==> src/lps_defs.vh <==
`ifndef LPS_DEFS_VH
`define LPS_DEFS_VH

// clock rate in kHz (200 MHz)
`define LPS_CLK_KHZ 200000
// otp blanking at start, microseconds (least time, rounds up)
`define LPS_OTP_BLANK_US 250
`define LPS_OTP_BLANK_CYC ((`LPS_OTP_BLANK_US * `LPS_CLK_KHZ + 999) / 1000)
// aux short timer, milliseconds
`define LPS_AUX_SHORT_MS 90
`define LPS_AUX_SHORT_CYC (`LPS_AUX_SHORT_MS * `LPS_CLK_KHZ)
// auto-recovery off interval, seconds
`define LPS_RECOVERY_S 4
`define LPS_RECOVERY_CYC (`LPS_RECOVERY_S * 1000 * `LPS_CLK_KHZ)
// low-line blanking, milliseconds
`define LPS_LL_BLANK_MS 25
`define LPS_LL_BLANK_CYC (`LPS_LL_BLANK_MS * `LPS_CLK_KHZ)
// consecutive overshoot cycles before winding short fault
`define LPS_OVERSHOOT_LIMIT 3'h4
// nominal current reference, millivolts
`define LPS_VREF_NOM_MV 12'h0fa
// foldback floor is half the programmed value
`define LPS_FOLD_FLOOR_SHIFT 1
// valley index at low line and at high line
`define LPS_VALLEY_LL 4'h1
`define LPS_VALLEY_HL 4'h2
// fault cause codes
`define LPS_CAUSE_NONE 3'h0
`define LPS_CAUSE_OTP 3'h1
`define LPS_CAUSE_OVP2 3'h2
`define LPS_CAUSE_WSC 3'h3
`define LPS_CAUSE_AUX 3'h4
`define LPS_CAUSE_VCCOVP 3'h5

`endif

==> src/lps_sequencer.v <==
`timescale 1ns/1ps
`include "lps_defs.vh"
module lps_sequencer #(
	parameter LATCH_VARIANT = 1'b0,
	parameter [31:0] OTP_BLANK_CYC = `LPS_OTP_BLANK_CYC,
	parameter [31:0] AUX_SHORT_CYC = `LPS_AUX_SHORT_CYC,
	parameter [31:0] RECOVERY_CYC = `LPS_RECOVERY_CYC,
	parameter [31:0] LL_BLANK_CYC = `LPS_LL_BLANK_CYC,
	parameter REF_W = 12,
	parameter FOLD_W = 8
)(
	// clock and reset
	input wire CLK_I,
	input wire SYS_RST_I,
	// supply comparators
	input wire VCC_ON_I,
	input wire VCC_RESET_I,
	input wire VCC_OVP_I,
	// power stage comparators
	input wire VALLEY_I,
	input wire VALLEY_ABOVE_SHORT_I,
	input wire CS_ABOVE_SETPOINT_I,
	input wire CS_ABOVE_PEAK_LIMIT_I,
	input wire CS_ABOVE_OVERSHOOT_I,
	input wire LINE_ABOVE_HL_I,
	input wire LINE_BELOW_LL_I,
	input wire LIGHT_LOAD_I,
	input wire SETPOINT_CHANGE_I,
	// thermal sense pin comparators
	input wire THERM_BELOW_FOLD_START_I,
	input wire [FOLD_W-1:0] THERM_FOLD_DEPTH_I,
	input wire THERM_BELOW_OTP_OFF_I,
	input wire THERM_ABOVE_OTP_ON_I,
	input wire THERM_ABOVE_OVP_I,
	// amplifier status
	input wire AMP_SINKING_I,
	// power stage controls
	output reg DRV_O,
	output reg LOOP_GROUND_O,
	output reg BOOST_EN_O,
	output reg [REF_W-1:0] CUR_REF_MV_O,
	output reg HIGH_LINE_O,
	output reg [3:0] VALLEY_SEL_O,
	output reg [2:0] FAULT_CAUSE_O,
	output reg RUNNING_O
);

	localparam ST_OFF = 4'b0001;
	localparam ST_RUN = 4'b0010;
	localparam ST_RECOVER = 4'b0100;
	localparam ST_LATCHED = 4'b1000;

	// two-stage synchroniser bank
	localparam NSYNC = 17;
	wire [NSYNC-1:0] raw = {VCC_ON_I, VCC_RESET_I, VCC_OVP_I, VALLEY_I,
		VALLEY_ABOVE_SHORT_I, CS_ABOVE_SETPOINT_I, CS_ABOVE_PEAK_LIMIT_I,
		CS_ABOVE_OVERSHOOT_I, LINE_ABOVE_HL_I, LINE_BELOW_LL_I, LIGHT_LOAD_I,
		SETPOINT_CHANGE_I, THERM_BELOW_FOLD_START_I, THERM_BELOW_OTP_OFF_I,
		THERM_ABOVE_OTP_ON_I, THERM_ABOVE_OVP_I, AMP_SINKING_I};
	reg [NSYNC-1:0] meta_q;
	reg [NSYNC-1:0] sync_q;
	reg [FOLD_W-1:0] fold_meta_q;
	reg [FOLD_W-1:0] fold_q;

	always @(posedge CLK_I or posedge SYS_RST_I)
	begin
		if (SYS_RST_I)
		begin
			meta_q <= {NSYNC{1'b0}};
			sync_q <= {NSYNC{1'b0}};
			fold_meta_q <= {FOLD_W{1'b0}};
			fold_q <= {FOLD_W{1'b0}};
		end
		else
		begin
			meta_q <= raw;
			sync_q <= meta_q;
			fold_meta_q <= THERM_FOLD_DEPTH_I;
			fold_q <= fold_meta_q;
		end
	end

	wire vcc_on = sync_q[16];
	wire vcc_reset = sync_q[15];
	wire vcc_ovp = sync_q[14];
	wire valley = sync_q[13];
	wire valley_hi = sync_q[12];
	wire cs_set = sync_q[11];
	wire cs_lim = sync_q[10];
	wire cs_over = sync_q[9];
	wire line_hl = sync_q[8];
	wire line_ll = sync_q[7];
	wire light = sync_q[6];
	wire sp_chg = sync_q[5];
	wire th_fold = sync_q[4];
	wire th_otp = sync_q[3];
	wire th_otp_on = sync_q[2];
	wire th_ovp = sync_q[1];
	wire amp_sink = sync_q[0];

	function [31:0] cnt_step;
		input [31:0] c;
		input [31:0] lim;
		begin
			cnt_step = (c < lim) ? c + 32'h1 : c;
		end
	endfunction

	reg [3:0] state_q;
	reg [3:0] state_d;
	reg [31:0] blank_q;
	reg [31:0] aux_q;
	reg [31:0] rec_q;
	reg [31:0] ll_q;
	reg [2:0] ovs_q;
	reg [2:0] cause_q;
	reg [2:0] cause_d;
	reg [3:0] vcount_q;
	reg [3:0] lock_q;
	reg high_q;
	reg valley_d1_q;
	reg line_d1_q;
	reg drv_q;
	reg boost_q;
	reg gnd_q;

	wire running = (state_q == ST_RUN);
	wire blank_done = (blank_q >= OTP_BLANK_CYC);
	wire otp_fault = blank_done & th_otp;
	wire ovp2_fault = th_ovp;
	wire wsc_fault = (ovs_q >= `LPS_OVERSHOOT_LIMIT);
	wire aux_fault = (aux_q >= AUX_SHORT_CYC);
	wire valley_rise = valley & ~valley_d1_q;
	wire line_change = (high_q != line_d1_q);
	wire [3:0] base_valley = high_q ? `LPS_VALLEY_HL : `LPS_VALLEY_LL;

	always @*
	begin
		cause_d = `LPS_CAUSE_NONE;
		if (vcc_ovp)
			cause_d = `LPS_CAUSE_VCCOVP;
		else if (otp_fault)
			cause_d = `LPS_CAUSE_OTP;
		else if (ovp2_fault)
			cause_d = `LPS_CAUSE_OVP2;
		else if (wsc_fault)
			cause_d = `LPS_CAUSE_WSC;
		else if (aux_fault)
			cause_d = `LPS_CAUSE_AUX;
	end

	always @*
	begin
		state_d = state_q;
		case (state_q)
			ST_OFF:
				if (vcc_on)
					state_d = ST_RUN;
			ST_RUN:
				if (cause_d != `LPS_CAUSE_NONE)
				begin
					if (LATCH_VARIANT && cause_d != `LPS_CAUSE_VCCOVP)
						state_d = ST_LATCHED;
					else
						state_d = ST_RECOVER;
				end
				else if (!vcc_on)
					state_d = ST_OFF;
			ST_RECOVER:
				if (rec_q >= RECOVERY_CYC)
				begin
					if (cause_q != `LPS_CAUSE_OTP || th_otp_on)
						state_d = ST_OFF;
				end
			ST_LATCHED:
				if (vcc_reset)
					state_d = ST_OFF;
			default:
				state_d = ST_OFF;
		endcase
	end

	always @(posedge CLK_I or posedge SYS_RST_I)
	begin
		if (SYS_RST_I)
		begin
			state_q <= ST_OFF;
			blank_q <= 32'h0;
			aux_q <= 32'h0;
			rec_q <= 32'h0;
			ll_q <= 32'h0;
			ovs_q <= 3'h0;
			cause_q <= `LPS_CAUSE_NONE;
			vcount_q <= 4'h0;
			lock_q <= `LPS_VALLEY_LL;
			high_q <= 1'b0;
			valley_d1_q <= 1'b0;
			line_d1_q <= 1'b0;
			drv_q <= 1'b0;
			boost_q <= 1'b0;
			gnd_q <= 1'b1;
		end
		else
		begin
			state_q <= state_d;
			valley_d1_q <= valley;
			line_d1_q <= high_q;
			// line range detection
			if (line_hl)
			begin
				high_q <= 1'b1;
				ll_q <= 32'h0;
			end
			else if (line_ll)
			begin
				ll_q <= cnt_step(ll_q, LL_BLANK_CYC);
				if (ll_q >= LL_BLANK_CYC)
					high_q <= 1'b0;
			end
			else
				ll_q <= 32'h0;
			// otp blanking restarts at each supply turn-on
			if (state_q == ST_OFF)
				blank_q <= 32'h0;
			else if (running)
				blank_q <= cnt_step(blank_q, OTP_BLANK_CYC);
			// aux short timer counts run time, survives hiccup
			if (valley_hi || state_q == ST_RECOVER || state_q == ST_LATCHED)
				aux_q <= 32'h0;
			else if (running)
				aux_q <= cnt_step(aux_q, AUX_SHORT_CYC);
			if (state_q == ST_RECOVER)
				rec_q <= cnt_step(rec_q, RECOVERY_CYC);
			else
				rec_q <= 32'h0;
			if (running && state_d != ST_RUN && cause_d != `LPS_CAUSE_NONE)
				cause_q <= cause_d;
			else if (state_q == ST_OFF)
				cause_q <= `LPS_CAUSE_NONE;
			// valley selection with lock
			if (line_change || sp_chg)
				lock_q <= base_valley;
			else if (light && lock_q == base_valley)
				lock_q <= base_valley + 4'h1;
			else if (lock_q < base_valley)
				lock_q <= base_valley;
			// switching cycle
			if (!running || state_d != ST_RUN)
			begin
				drv_q <= 1'b0;
				vcount_q <= 4'h0;
			end
			else if (drv_q)
			begin
				if (cs_lim || cs_set)
				begin
					drv_q <= 1'b0;
					vcount_q <= 4'h0;
					if (cs_over)
						ovs_q <= ovs_q + 3'h1;
					else
						ovs_q <= 3'h0;
				end
			end
			else if (valley_rise)
			begin
				if (vcount_q + 4'h1 >= lock_q)
				begin
					drv_q <= 1'b1;
					vcount_q <= 4'h0;
				end
				else
					vcount_q <= vcount_q + 4'h1;
			end
			if (state_q != ST_RUN)
				ovs_q <= 3'h0;
			// loop filter ground on fault, left released on undervoltage stop
			if (state_d == ST_RECOVER || state_d == ST_LATCHED)
				gnd_q <= 1'b1;
			else if (state_d == ST_RUN)
				gnd_q <= 1'b0;
			// start-up boost
			if (state_q == ST_OFF && state_d == ST_RUN && gnd_q)
				boost_q <= 1'b1;
			else if (amp_sink || state_d != ST_RUN)
				boost_q <= 1'b0;
		end
	end

	// reference with thermal foldback
	function [REF_W-1:0] fold_ref;
		input fold_on;
		input [FOLD_W-1:0] depth;
		reg [REF_W+FOLD_W-1:0] cut;
		begin
			cut = ({{FOLD_W{1'b0}}, `LPS_VREF_NOM_MV} * {{REF_W{1'b0}}, depth})
				>> (FOLD_W + `LPS_FOLD_FLOOR_SHIFT);
			fold_ref = fold_on ? `LPS_VREF_NOM_MV - cut[REF_W-1:0] : `LPS_VREF_NOM_MV;
		end
	endfunction

	always @(posedge CLK_I or posedge SYS_RST_I)
	begin
		if (SYS_RST_I)
		begin
			DRV_O <= 1'b0;
			LOOP_GROUND_O <= 1'b1;
			BOOST_EN_O <= 1'b0;
			CUR_REF_MV_O <= `LPS_VREF_NOM_MV;
			HIGH_LINE_O <= 1'b0;
			VALLEY_SEL_O <= `LPS_VALLEY_LL;
			FAULT_CAUSE_O <= `LPS_CAUSE_NONE;
			RUNNING_O <= 1'b0;
		end
		else
		begin
			DRV_O <= drv_q & ~(cs_lim | cs_set);
			LOOP_GROUND_O <= gnd_q;
			BOOST_EN_O <= boost_q;
			CUR_REF_MV_O <= fold_ref(th_fold, fold_q);
			HIGH_LINE_O <= high_q;
			VALLEY_SEL_O <= lock_q;
			FAULT_CAUSE_O <= cause_q;
			RUNNING_O <= running;
		end
	end

endmodule

==> config.mk <==
export PLATFORM = sky130hd
export DESIGN_NAME = lps_sequencer
export DESIGN_NICKNAME = d
export VERILOG_FILES = /design/src/lps_sequencer.v
export VERILOG_INCLUDE_DIRS = /design/src
export SDC_FILE = /design/constraint.sdc
export NUM_CORES = 1
export LEC_CHECK = 0
export BUFFER_PORTS_ARGS = -buffer_cell sky130_fd_sc_hd__buf_2
export CAP_MARGIN = 10
export CORE_MARGIN = 4
export CORE_UTILIZATION = 40
export CTS_CLUSTER_DIAMETER = 40
export DETAILED_ROUTE_END_ITERATION = 12
export REMOVE_ABC_BUFFERS = 1
export SLEW_MARGIN = 20
export SYNTH_ARGS = -nofsm -noshare
export SYNTH_HDL_FRONTEND = slang
export SYNTH_SLANG_ARGS = --single-unit
export TNS_END_PERCENT = 1
==> constraint.sdc <==
create_clock -name CLK_I -period 13.3 [get_ports CLK_I]
set_input_delay 1.33 -clock CLK_I [delete_from_list [all_inputs] [get_ports CLK_I]]
set_output_delay 1.33 -clock CLK_I [all_outputs]
set_load 0.01 [all_outputs]
# Yosys cells after proc, flatten, opt, wreduce, memory -nomap -nowiden
# Cells that the tools add are included.
[totals] output_inout_bits=24 regBits=225 in_bits=27 elab_cells=153
[op_classes] muxes=52 magnitude_cmp=11 multipliers=1 add_sub_neg=8 n_eq_ne=16 bitwise=6 n_reduce_logical=33
[op_table] operator="two-way mux 32 bit" n=11
[op_table] operator="adder 32 x 1 -> 32 bit (second input constant)" n=4
[op_table] operator="two-way mux 4 bit" n=14
[op_table] operator="two-way mux 3 bit" n=12
[op_table] operator=">= comparator 32 x 16 -> 1 bit (second input constant)" n=1
[op_table] operator=">= comparator 32 x 23 -> 1 bit (second input constant)" n=1
[op_table] operator=">= comparator 32 x 25 -> 1 bit (second input constant)" n=1
[op_table] operator=">= comparator 32 x 30 -> 1 bit (second input constant)" n=1
[op_table] operator="< comparator 32 x 16 -> 1 bit (second input constant)" n=1
[op_table] operator="< comparator 32 x 23 -> 1 bit (second input constant)" n=1
[op_table] operator="< comparator 32 x 25 -> 1 bit (second input constant)" n=1
[op_table] operator="< comparator 32 x 30 -> 1 bit (second input constant)" n=1
[op_table] operator="nonzero test 2 bit" n=11
[op_table] operator="one-hot mux 4 bit (4 select lines)" n=1
[op_table] operator="multiplier 7 x 8 -> 15 bit (first input constant)" n=1
[op_table] operator="two-way mux 1 bit" n=12
[op_table] operator="two-way mux 12 bit" n=1
[op_table] operator="inequality test 3 x 1 -> 1 bit (second input constant)" n=3
[op_table] operator="nonzero test 3 bit" n=3
[op_table] operator="subtractor 8 x 7 -> 9 bit (first input constant)" n=1
[op_table] operator="equality test 4 x 2 -> 1 bit (second input constant)" n=2
[op_table] operator="equality test 4 x 3 -> 1 bit (second input constant)" n=2
[op_table] operator="equality test 4 bit (second input constant)" n=2
[op_table] operator="logical OR 1 bit" n=8
[op_table] operator="19 further kinds" n=31

# Depth between registers and ports, before layout
# Gate-level depths: netlist (run 1).
[logic_depth] word_depth=13 depth_mapped=17 mapped_depth_nobuf=17

# Least setup slack after synthesis (run 1)
# No wires, ideal clock.
[synth_path] kind="register to register" from="register fold_q[0]" to="register CUR_REF_MV_O[7]" slack_ns=8.876 synth_period_minus_slack_ns=4.424 stages_incl_launch_ff=16 setup_ns=0.084 path_buffers=0 t_arrival_ns=4.340 required_ns=13.216 cell_sequence="dfrtp_1 fa_1 inv_1 fa_1 fa_1 fa_1 inv_1 ha_1 o21ai_0 nand2b_1 a2111oi_0 nor3_1 o21ai_0 xnor2_1 nor4b_1 nand2_1"
[synth_between] elab_chain_cells=3
[synth_rtl] element="start: declaration" line_no="lps_sequencer.v:63" text="reg [FOLD_W-1:0] fold_q;"
[synth_rtl] element="start signal: assignment" line_no="lps_sequencer.v:72" text="fold_q <= {FOLD_W{1'b0}};"
[synth_rtl] element="start signal: assignment" line_no="lps_sequencer.v:79" text="fold_q <= fold_meta_q;"
[synth_rtl] element="multiplier 7 x 8 -> 15 bit" line_no="lps_sequencer.v:296" text="cut = ({{FOLD_W{1'b0}}, `LPS_VREF_NOM_MV} * {{REF_W{1'b0}}, depth})"
[synth_rtl] element="subtractor 8 x 7 -> 9 bit (no line)"
[synth_rtl] element="two-way mux 12 bit (no line)"
[synth_rtl] element="end signal: assignment" line_no="lps_sequencer.v:309" text="CUR_REF_MV_O <= `LPS_VREF_NOM_MV;"
[synth_rtl] element="end signal: assignment" line_no="lps_sequencer.v:320" text="CUR_REF_MV_O <= fold_ref(th_fold, fold_q);"
[synth_rtl] element="end: declaration" line_no="lps_sequencer.v:41" text="output reg [REF_W-1:0] CUR_REF_MV_O,"
# Every way passes these cells.
# A chain may end at the register's enable or synchronous reset.

# Worst setup path in the final report (run 1)
[layout_path] from="register fold_q[2]" to="register CUR_REF_MV_O[7]"
# Same word-level chain as after synthesis.

==> impl_metrics.py, run 1 <==
metrics = {
    "status": {
        "status": "completed",
    },
    "sta": {
        "timing.final.setup_violations": 0,
        "worst-slew-pin-transition_ns": 1.08,
        "hold_violations": 0,
        "max_slew_margin_vs_limit_pct": 28.3,
        "setup_slack_ns": 8.49,
        "post-route-min-period_ns": 4.81,
        "fin_worst_hold_slack_ns": 0.341,
        "fin_worst_skew_ns": 0.0210,
        "rsz0062_at_grt": "false",
        "maxSlewViolCount": 0,
        "clock.fmax_mhz": 208,
        "final_clock_period_utilization_by_the_worst_path_pct": 36.2,
        "tns_ns": 0,
    },
    "global_route": {
        "grt_antenna_before_repair": 0,
        "groute.layer.met1.usage_pct": 19.8,
        "grt_most_used_layer": "met2",
        "grtUsageMet2_pct": 21.3,
        "grt.met3_usage_pct": 2.90,
        "grt_first_pass_wirelength_um": 33900,
        "overflow": 0,
        "gr_util_all_layers_pct": 13.9,
        "first_global_vias": 6998,
        "grt_max_degree": 144,
    },
    "worst_setup_path": {
        "critPathCaptureType": "flip-flop",
        "rr_startpoint": "fold_q[2]",
        "critical_path.top_delay_family": "adder cells",
        "crit_cells": 14,
        "critical_path_class": "flip-flop to flip-flop",
        "worst_ep_arrival_time_ns": 5.23,
        "worst_path_most_repeated_cell": "fa_1",
        "launch_point_of_the_critical_path": "fold_q[2]",
        "crit_slowest_cell": "fa_1",
        "worst_setup_path_start_kind": "flip-flop",
        "timing.reg2reg.worst_path_depth": 14,
        "worst-endpoint-required_ns": 13.72,
        "crit_path_cell_trace": "inv_1 > fa_1 > fa_1 > fa_1 > fa_1 > inv_1 > ha_1 > a21boi_0 > a2111oi_0 > nor3_1 > o21ai_0 > xnor2_1 > nor4b_1 > nand2_1",
        "max_stage_delay_ns": 0.54,
        "crit_fanout": 5,
        "worstPathBufferInverterCount": 2,
    },
    "route": {
        "route.vias.total": 7052,
        "initialDrtViolationCount": 394,
        "ant_nets": 0,
        "drc": 0,
        "detail_route.vias_per_cell": 4.97,
        "wirelength_um": 19400,
        "drt_first_pass_iters": 5,
        "post_drt_wl_per_cell_um": 13.7,
    },
    "synthesis": {
        "synth_flop_cell": "dfrtp_1",
        "seq_area_frac_synth_pct": 51.7,
        "mapped_cell_area_mm2": 0.0105,
        "syn-mean-instance-area_um2": 10.6,
        "ys_warn_count": 0,
        "yosysUniqueCellTypes": 66,
        "post_synth_inst_count": 995,
        "synth-async-reset-ratio_pct": 100,
        "synth.ff_latch_count": 217,
        "number_of_enable_type_register_cells_in_the_synthesized_netlist": 0,
    },
    "finish": {
        "area_used_by_multi_input_combinational_logic_mm2": 0.00470,
        "area_taken_by_flip_flops_and_latches_mm2": 0.00544,
        "areaGrowthSynthToFinish_pct": 17.3,
        "final_cells": 1419,
        "layout.core_utilization_pct": 47.6,
        "antenna_cells_inserted": 0,
        "layout.filler_cells": 2425,
        "final_design_area_no_fill_mm2": 0.0124,
        "post_route_cells_drive_above_1_share_pct": 12.7,
        "final_net_count": 1157,
    },
    "die": {
        "core-area_mm2": 0.0260,
        "floorplan.die_area_mm2": 0.0290,
        "floorplan.die.width_um": 170,
        "starting_utilization_of_the_core_area_pct": 40.6,
        "placement_rows": 59,
        "top_level_pins": 51,
        "dieHeight_um": 170,
    },
    "clock_tree": {
        "tritoncts_num_sinks": 217,
        "clockRootBuffer": "clkbuf_16",
        "cts-resized-gates": 0,
        "cts_made_buffers": 35,
        "tritoncts": "built",
        "clockBufferDepth": 3,
        "clkTransAtPathRegs_ns": 0.06,
        "cts_hold_buffers": 0,
        "postCtsSetupBuffers": 0,
        "cts_htree_levels": 2,
        "worstSkewPairLatency_ns": 0.52,
    },
    "place": {
        "port-buffer-count": 44,
        "dp_hpwl_um": 12700,
        "dp_worst_setup_slack_ns": 8.50,
        "detailed_place.area_mm2": 0.0111,
        "placed_cell_count": 1355,
        "place_congestion": 0.816,
    },
    "pwr": {
        "power_per_cell_area_mw_per_mm2": 169,
        "ir_worst_vdd_uv": 141,
        "static-leakage-power_nw": 5.64,
        "fin_total_pwr_mw": 2.09,
    },
    "worst_hold_path": {
        "worst_hold_path_type": "flip-flop to flip-flop",
        "timing.hold.worst_path_depth": 0,
        "worstHoldStart": "meta_q[3]",
    },
    "flow_run": {
        "cap_viol_max_count": 0,
    },
}
[sequential cells by signal (all words and copies together) (netlist names), 2 cells and up]
signal         cells
meta_q            17
FAULT_CAUSE_O      3
rec_q             32
lock_q             2
fold_q             8
sync_q            17
cause_q            3
CUR_REF_MV_O       8
vcount_q           4
aux_q             32
ovs_q              3
state_q            4
fold_meta_q        8
VALLEY_SEL_O       2
ll_q              32
blank_q           32
[final cells by class]
class / count / share of cell area (%)
clock inverter: 21 / 2.61
tap: 335 / 3.39
sequential: 217 / 44.0
timing repair buffer: 49 / 2.25
inverter: 73 / 2.29
clock buffer: 42 / 7.38
multi-input combinational: 682 / 38.0
[synth_stat cells (26+ instances only)]
| library cell | n | share of area (%) |
|---|---|---|
| dfrtp_1 | 206 | 49 |
| nor2_1 | 113 | 4.0 |
| inv_1 | 72 | 2.6 |
| nand2_1 | 70 | 2.5 |
| xor2_1 | 53 | 4.4 |
| ha_1 | 51 | 6.1 |
| and2_1 | 38 | 2.3 |
| a21oi_1 | 37 | 1.8 |
| nand3_1 | 36 | 1.7 |
| xnor2_1 | 32 | 2.7 |
| o21ai_0 | 28 | 1.3 |
| and3_1 | 26 | 1.5 |
[path summary, 6_finish.rpt]
path	endpoint	slack (ns)
min in group asynchronous	CUR_REF_MV_O[0]	0.83
worst min-delay path	sync_q[3]	0.34
worst max-delay path	CUR_REF_MV_O[7]	8.49
worst min register to register	sync_q[3]	0.34
max in group asynchronous	sync_q[6]	10.73
worst max register to register	CUR_REF_MV_O[7]	8.49
[metal layers]
| layer | share of wire [%] | wire, um | vias up |
|---|---|---|---|
| met3 | 4.3 | 837 | 39 |
| met1 | 48 | 9330 | 3417 |
| met4 | 2.6 | 505 | 0 |
| li1 | - | - | 3484 |
| met5 | 0 | 0 | - |
| met2 | 45 | 8730 | 112 |
[cells by family after synthesis]
group                      Yosys count  synth area share, %
AOI/OAI and AO/OA                  119                 7.66
xor gates and xnor gates            85                 7.06
adders and majority gates           72                 10.0
buffers and inverters              101                 3.89
DFF                                217                 51.7
muxes                                3                0.285
other                                1               0.0356
and+or+nand+nor                    397                 19.4
[power breakdown]
| group | total, mW | internal [mW] | switching (mW) |
|---|---|---|---|
| Sequential | 0.722 | 0.702 | 0.0206 |
| Combinational | 0.415 | 0.171 | 0.244 |
| Clock | 0.948 | 0.618 | 0.330 |
| Total | 2.09 | 1.49 | 0.595 |
[cells in the final DEF, fill, tap and decap left out, types with 4 or more instances in the layout]
cell type and count:
a21oi_1 37, a31oi_1 4, and2_1 38, and3_1 26
and4_1 5, buf_2 44, buf_4 4, bufinv_16 6
clkbuf_1 6, clkbuf_16 35, clkinv_2 4, conb_1 6
dfrtp_1 206, dfstp_2 11, fa_1 21, ha_1 51
inv_1 71, inv_6 4, nand2_1 70, nand2b_1 6
nand3_1 36, nand4_1 21, nor2_1 113, nor2b_1 6
nor3_1 24, nor4_1 13, nor4b_1 4, o211ai_1 7
o21a_1 9, o21ai_0 28, o21ai_1 4, or3_1 14
or4_1 4, xnor2_1 32, xor2_1 53
Note: power is estimated with default switching activity, not from simulation.
==> run 2, diff against run 1 <==
- clock period: 13.3 -> 3.99 ns (I/O delays scaled with it)
==> run 2 against run 1 <==
  * The flow now finishes with violations (setup timing)
  * Routed wire length up 2.7%
  * Setup slack got worse by 8.9 ns
  * Critical endpoint is now CUR_REF_MV_O[5]
  * Die area stayed put
  * Highest routed layer unchanged
  * Clock skew increased by 0.0018 ns
  * Combinational power grew to 4.5 times the previous value
  * Critical path depth up 2
  * Non-clock buffer count is 63 higher
  * Sequential power rose to 3.3 times the previous value
  * Power rose to 3.5 times the previous value
  * Cell area up 4.7%
  * Final cell count increased by 4.4%
  * Clock power grew to 3.2 times the previous value
  * Largest cell class unchanged
==> impl_metrics.py, run 2 (synthesis gave the netlist of run 1 again) <==
metrics = {
    "status": {
        "status": "finished with violations",
        "violations": "setup timing",
    },
    "die": {
        "placement_rows": 59,
        "core-area_mm2": 0.0260,
        "floorplan.die.width_um": 170,
        "starting_utilization_of_the_core_area_pct": 40.6,
        "floorplan.die_area_mm2": 0.0290,
        "top_level_pins": 51,
        "dieHeight_um": 170,
    },
    "finish": {
        "mostFrequentLayoutCell": "dfrtp_1",
        "top_library_cells_by_usage_in_the_layout_fill_and_taps_aside": "dfrtp_1 (206), nor2_1 (113), inv_1 (70), nand2_1 (70), xor2_1 (53)",
        "final_design_area_no_fill_mm2": 0.0129,
        "antenna_cells_inserted": 0,
        "areaGrowthSynthToFinish_pct": 22.8,
        "layout.filler_cells": 2393,
        "final_cells": 1482,
        "post_route_cells_drive_above_1_share_pct": 17.0,
        "final_net_count": 1221,
    },
    "sta": {
        "clock.fmax_mhz": 226,
        "max_slew_margin_vs_limit_pct": 24.5,
        "fin_worst_skew_ns": 0.0228,
        "worst-slew-pin-transition_ns": 1.12,
        "rsz0062_at_grt": "true",
        "final_clock_period_utilization_by_the_worst_path_pct": 111,
        "fin_worst_hold_slack_ns": 0.0164,
        "setup_slack_ns": -0.428,
        "post-route-min-period_ns": 4.42,
        "hold_violations": 0,
        "timing.final.setup_violations": 6,
        "maxSlewViolCount": 0,
    },
    "global_route": {
        "grt_antenna_before_repair": 0,
        "overflow": 0,
        "gr_util_all_layers_pct": 14.5,
        "first_global_vias": 7472,
        "grt_first_pass_wirelength_um": 35400,
        "grt_max_degree": 139,
    },
    "pwr": {
        "ir_worst_vdd_uv": 650,
        "seqPwrFrac_pct": 32.9,
        "p_clk_share_pct": 41.4,
        "power_per_cell_area_mw_per_mm2": 566,
        "cellInternalPower_mw": 5.23,
        "static-leakage-power_nw": 5.94,
        "power.share.switching_pct": 28.5,
        "combPwrFrac_pct": 25.7,
        "p_sw_mw": 2.09,
        "fin_total_pwr_mw": 7.32,
    },
    "worst_setup_path": {
        "launch_point_of_the_critical_path": "fold_q[0]",
        "worst_ep_arrival_time_ns": 4.82,
        "crit_fanout": 3,
        "timing.reg2reg.worst_path_depth": 16,
        "critical_path_class": "flip-flop to flip-flop",
        "worst_setup_path_start_kind": "flip-flop",
        "rr_startpoint": "fold_q[0]",
        "critPathCaptureType": "flip-flop",
        "worst-endpoint-required_ns": 4.39,
    },
    "place": {
        "place_congestion": 0.790,
        "placed_cell_count": 1393,
        "dp_hpwl_um": 13300,
        "port-buffer-count": 44,
        "detailed_place.area_mm2": 0.0114,
    },
    "worst_hold_path": {
        "timing.hold.worst_path_depth": 1,
        "worstHoldStart": "SETPOINT_CHANGE_I",
        "worst_hold_path_type": "primary input to flip-flop",
    },
    "route": {
        "ant_nets": 0,
        "wirelength_um": 19900,
        "route.vias.total": 7300,
        "detail_route.vias_per_cell": 4.93,
        "post_drt_wl_per_cell_um": 13.4,
        "initialDrtViolationCount": 374,
        "drt_first_pass_iters": 4,
        "drc": 0,
    },
    "clock_tree": {
        "worstSkewPairLatency_ns": 0.51,
        "cts_htree_levels": 2,
        "tritoncts": "built",
        "clkTransAtPathRegs_ns": 0.05,
        "clockBufferDepth": 3,
        "tritoncts_num_sinks": 217,
        "clockRootBuffer": "clkbuf_16",
        "cts_made_buffers": 36,
    },
    "flow_run": {
        "cap_viol_max_count": 0,
    },
}
## run 2: cell types whose count changed in the layout (fill, tap and decap cells not counted), moves of 3 or more
cell	delta
buf_4	+40
dlygate4sd3_1	+23
xnor2_1	-3
xnor2_2	+3
## run 2: metal layers
metal  GRT usage, %  vias to the layer above  wire (um)
li1               -                     3621          -
met1           20.1                     3538       9490
met2           23.2                      109       9190
met3           2.86                       32        826
met4           4.44                        0        425
met5              0                        -          0
## run 2: critical path, cell delays in order (launching register included)
cell and delay, ns:
dfrtp_1 0.40, fa_1 0.56, inv_1 0.06, fa_1 0.52
fa_1 0.44, fa_1 0.51, inv_1 0.04, ha_2 0.26
o21ai_0 0.07, nand2b_1 0.14, a2111o_1 0.50, a31oi_4 0.20
xnor2_2 0.15, o211ai_1 0.14, buf_4 0.17, xnor2_2 0.12
nand2_1 0.07
## run 2: worst paths after layout
path	to	slack [ns]
max	CUR_REF_MV_O[5]	-0.43
min	meta_q[5]	0.02
max reg2reg	CUR_REF_MV_O[5]	-0.43
min reg2reg	sync_q[3]	0.34
max in group asynchronous	state_q[0]	2.81
min in group asynchronous	fold_meta_q[7]	0.14
## run 2: what timing repair did
action,in CTS,in global routing
hold endpoints to repair,23,0
setup buffers,3,0
pin swaps,12,1
setup endpoints to repair,7,7
resized for setup,19,4
hold buffers,23,0
## run 2: area by class of cell
cell class	count	area, um^2	share of cell area [%]
Sequential cell	217	5440	42.1
Multi-Input combinational cell	682	4800	37.1
Clock buffer	46	968	7.48
Timing Repair Buffer	112	801	6.19
Tap cell	335	419	3.24
Inverter	73	283	2.19
Clock inverter	17	224	1.73
## run 2: through the flow
| stage | setup WS (ns) | TNS, ns | utilization [%] |
|---|---|---|---|
| after floorplan | -2.33 | -488.45 | - |
| after CTS | -0.437 | -2.21 | 49.7 |
| after detailed placement | -0.751 | -3.65 | 43.9 |
| final | -0.428 | -2.22 | 49.8 |
| after global placement | -0.617 | -2.99 | 43.9 |
| after global routing | -0.653 | -3.77 | 49.8 |
## run 2: power by group through the flow
stage               combinational (mW)  clock [mW]  sequential (mW)
global route                      2.15        3.23             2.42
finish                            1.88        3.03             2.41
CTS                               1.83        3.12             2.41
global placement                  1.65           0             2.44
detailed placement                1.66           0             2.44
floorplan                         1.05           0             2.45
==> run 3, diff against run 2 <==
- PLACE_DENSITY: default -> 0.67
==> run 3 against run 2 <==
  * The flow still finishes with violations (setup timing)
  * Highest routed layer unchanged
  * Die area unchanged
  * First-iteration DRC count is 1.6% higher
  * Critical path depth is 1 higher
  * Clock skew rose by 0.0013 ns
  * Final cell count down 0.27%
  * Non-clock buffer count rose by 1
  * Cell area decreased by 1.1%
  * Maximum frequency barely moved
  * Register-to-register slack is essentially flat
  * Critical path type unchanged
  * Sequential share of layout area grew 0.47 points
  * Largest cell class unchanged
  * Global-route usage shrank 0.43 points
  * Routed wire length shrank 1.7%
==> impl_metrics.py, run 3 (synthesis gave the netlist of run 1 again) <==
metrics = {
    "clock_tree": {
        "worstSkewPairLatency_ns": 0.56,
        "cts_htree_levels": 1,
        "clockRootBuffer": "clkbuf_16",
        "cts_made_buffers": 31,
        "postCtsSetupBuffers": 0,
        "clkTransAtPathRegs_ns": 0.06,
        "tritoncts_num_sinks": 217,
        "clockBufferDepth": 3,
        "tritoncts": "built",
    },
    "pwr": {
        "static-leakage-power_nw": 5.87,
        "ir_worst_vdd_uv": 543,
        "power_per_cell_area_mw_per_mm2": 541,
        "fin_total_pwr_mw": 6.92,
    },
    "worst_setup_path": {
        "critPathCaptureType": "flip-flop",
        "worst_ep_arrival_time_ns": 4.88,
        "crit_slowest_cell": "fa_1",
        "max_stage_delay_ns": 0.58,
        "crit_path_cell_trace": "fa_1 > inv_2 > fa_1 > fa_1 > fa_1 > inv_1 > ha_2 > nor3_2 > a21boi_2 > buf_4 > a2111o_1 > a31oi_4 > xnor2_2 > o211ai_1 > buf_4 > xnor2_2 > nand2_1",
        "worst_setup_path_start_kind": "flip-flop",
        "critical_path_class": "flip-flop to flip-flop",
        "worst_path_most_repeated_cell": "fa_1",
        "worst-endpoint-required_ns": 4.45,
        "worstPathBufferInverterCount": 4,
        "crit_fanout": 2,
        "critical_path.top_delay_family": "adder cells",
    },
    "finish": {
        "layout.filler_cells": 2324,
        "mostFrequentLayoutCell": "dfrtp_1",
        "post_route_cells_drive_above_1_share_pct": 16.1,
        "final_net_count": 1217,
        "top_library_cells_by_usage_in_the_layout_fill_and_taps_aside": "dfrtp_1 (206), nor2_1 (113), inv_1 (70), nand2_1 (70), xor2_1 (53)",
        "antenna_cells_inserted": 0,
        "final_cells": 1478,
        "area_used_by_multi_input_combinational_logic_mm2": 0.00479,
        "area_taken_by_flip_flops_and_latches_mm2": 0.00544,
        "layout.core_utilization_pct": 49.2,
        "areaGrowthSynthToFinish_pct": 21.4,
    },
    "place": {
        "port-buffer-count": 44,
        "dp_hpwl_um": 12800,
        "placed_cell_count": 1393,
        "place_congestion": 0.826,
    },
    "sta": {
        "clock.fmax_mhz": 226,
        "post-route-min-period_ns": 4.42,
        "final_clock_period_utilization_by_the_worst_path_pct": 111,
        "fin_worst_skew_ns": 0.0241,
        "rsz0062_at_grt": "true",
        "setup_slack_ns": -0.427,
        "maxSlewViolCount": 0,
        "timing.final.setup_violations": 6,
        "worst-slew-pin-transition_ns": 1.02,
        "hold_violations": 0,
        "max_slew_margin_vs_limit_pct": 31.3,
    },
    "global_route": {
        "grt_antenna_before_repair": 0,
        "gr_util_all_layers_pct": 14.1,
        "grt_max_degree": 137,
        "overflow": 0,
        "first_global_vias": 7531,
        "grt_first_pass_wirelength_um": 35000,
    },
    "die": {
        "floorplan.die.width_um": 170,
        "core-area_mm2": 0.0260,
        "dieHeight_um": 170,
        "placement_rows": 59,
        "starting_utilization_of_the_core_area_pct": 40.6,
        "top_level_pins": 51,
        "floorplan.die_area_mm2": 0.0290,
    },
    "route": {
        "drc": 0,
        "wirelength_um": 19600,
        "route.vias.total": 7262,
        "detail_route.vias_per_cell": 4.91,
        "initialDrtViolationCount": 380,
        "post_drt_wl_per_cell_um": 13.3,
        "ant_nets": 0,
        "drt_first_pass_iters": 4,
    },
    "status": {
        "status": "finished with violations",
        "violations": "setup timing",
    },
    "flow_run": {
        "cap_viol_max_count": 0,
    },
    "worst_hold_path": {
        "worst_hold_path_type": "flip-flop to flip-flop",
    },
}
==> run 3: changes by cell type in the layout (fill, tap and decap cells not counted), sizes merged <==
| cell | before | now |
|---|---|---|
| bufinv | 4 | 1 |
| dlygate4sd3 | 23 | 26 |
| buf | 89 | 87 |
| clkinvlp | 2 | 0 |
| clkbuf | 46 | 45 |
| clkinv | 8 | 9 |
==> run 3: routing by layer <==
metal | track usage [%] | up-vias | wire (um)
met3 | 2.32 | 45 | 716
li1 | - | 3608 | -
met5 | 0 | - | 0
met1 | 19.6 | 3514 | 9290
met4 | 4.24 | 0 | 600
met2 | 22.7 | 95 | 8980
==> run 3: final timing paths <==
| check | startpoint | endpoint | slack [ns] | cells after the start |
|---|---|---|---|---|
| max | fold_q[0] | CUR_REF_MV_O[5] | -0.43 | 17 |
| min | meta_q[11] | sync_q[11] | 0.35 | 0 |
| max reg2reg | fold_q[0] | CUR_REF_MV_O[5] | -0.43 | 17 |
| min reg2reg | meta_q[11] | sync_q[11] | 0.35 | 0 |
| max in group asynchronous | SYS_RST_I | gnd_q | 2.35 | 5 |
| min in group asynchronous | SYS_RST_I | CUR_REF_MV_O[0] | 0.43 | 3 |
==> run 3: power breakdown <==
group / switching [mW] / internal (mW) / total (mW) / leakage [nW]
logic: 0.987 / 0.897 / 1.88 / 2.52
registers: 0.0699 / 2.34 / 2.41 / 2.85
clock network: 1.00 / 1.63 / 2.63 / 0.506
total: 2.06 / 4.86 / 6.92 / 5.87
==> run 3: what timing repair did <==
item / in CTS / in global routing
endpoints found under the setup margin: 7 / 7
endpoints found under the hold margin: 25 / 53
hold buffers: 25 / 1
pin swaps: 10 / 0
resized for setup: 12 / 10
==> run 3: per-stage QoR <==
step	hold slack (ns)	setup WS (ns)	setup TNS (ns)	cell area [um^2]
global route	0.353	-0.662	-3.90	12800
detailed placement	0.335	-0.666	-3.37	11400
CTS	0.0981	-0.436	-2.25	12700
finish	0.346	-0.427	-2.14	12800
global placement	0.333	-0.586	-2.86	11400
floorplan	0.331	-2.33	-488.45	10400
==> run 3: final cells by class <==
cell class,count,share of cell area [%]
sequential,217,42.5
multi-input combinational,682,37.4
timing repair buffer,113,6.53
inverter,73,2.21
clock buffer,45,6.94
tap,335,3.28
clock inverter,13,1.08
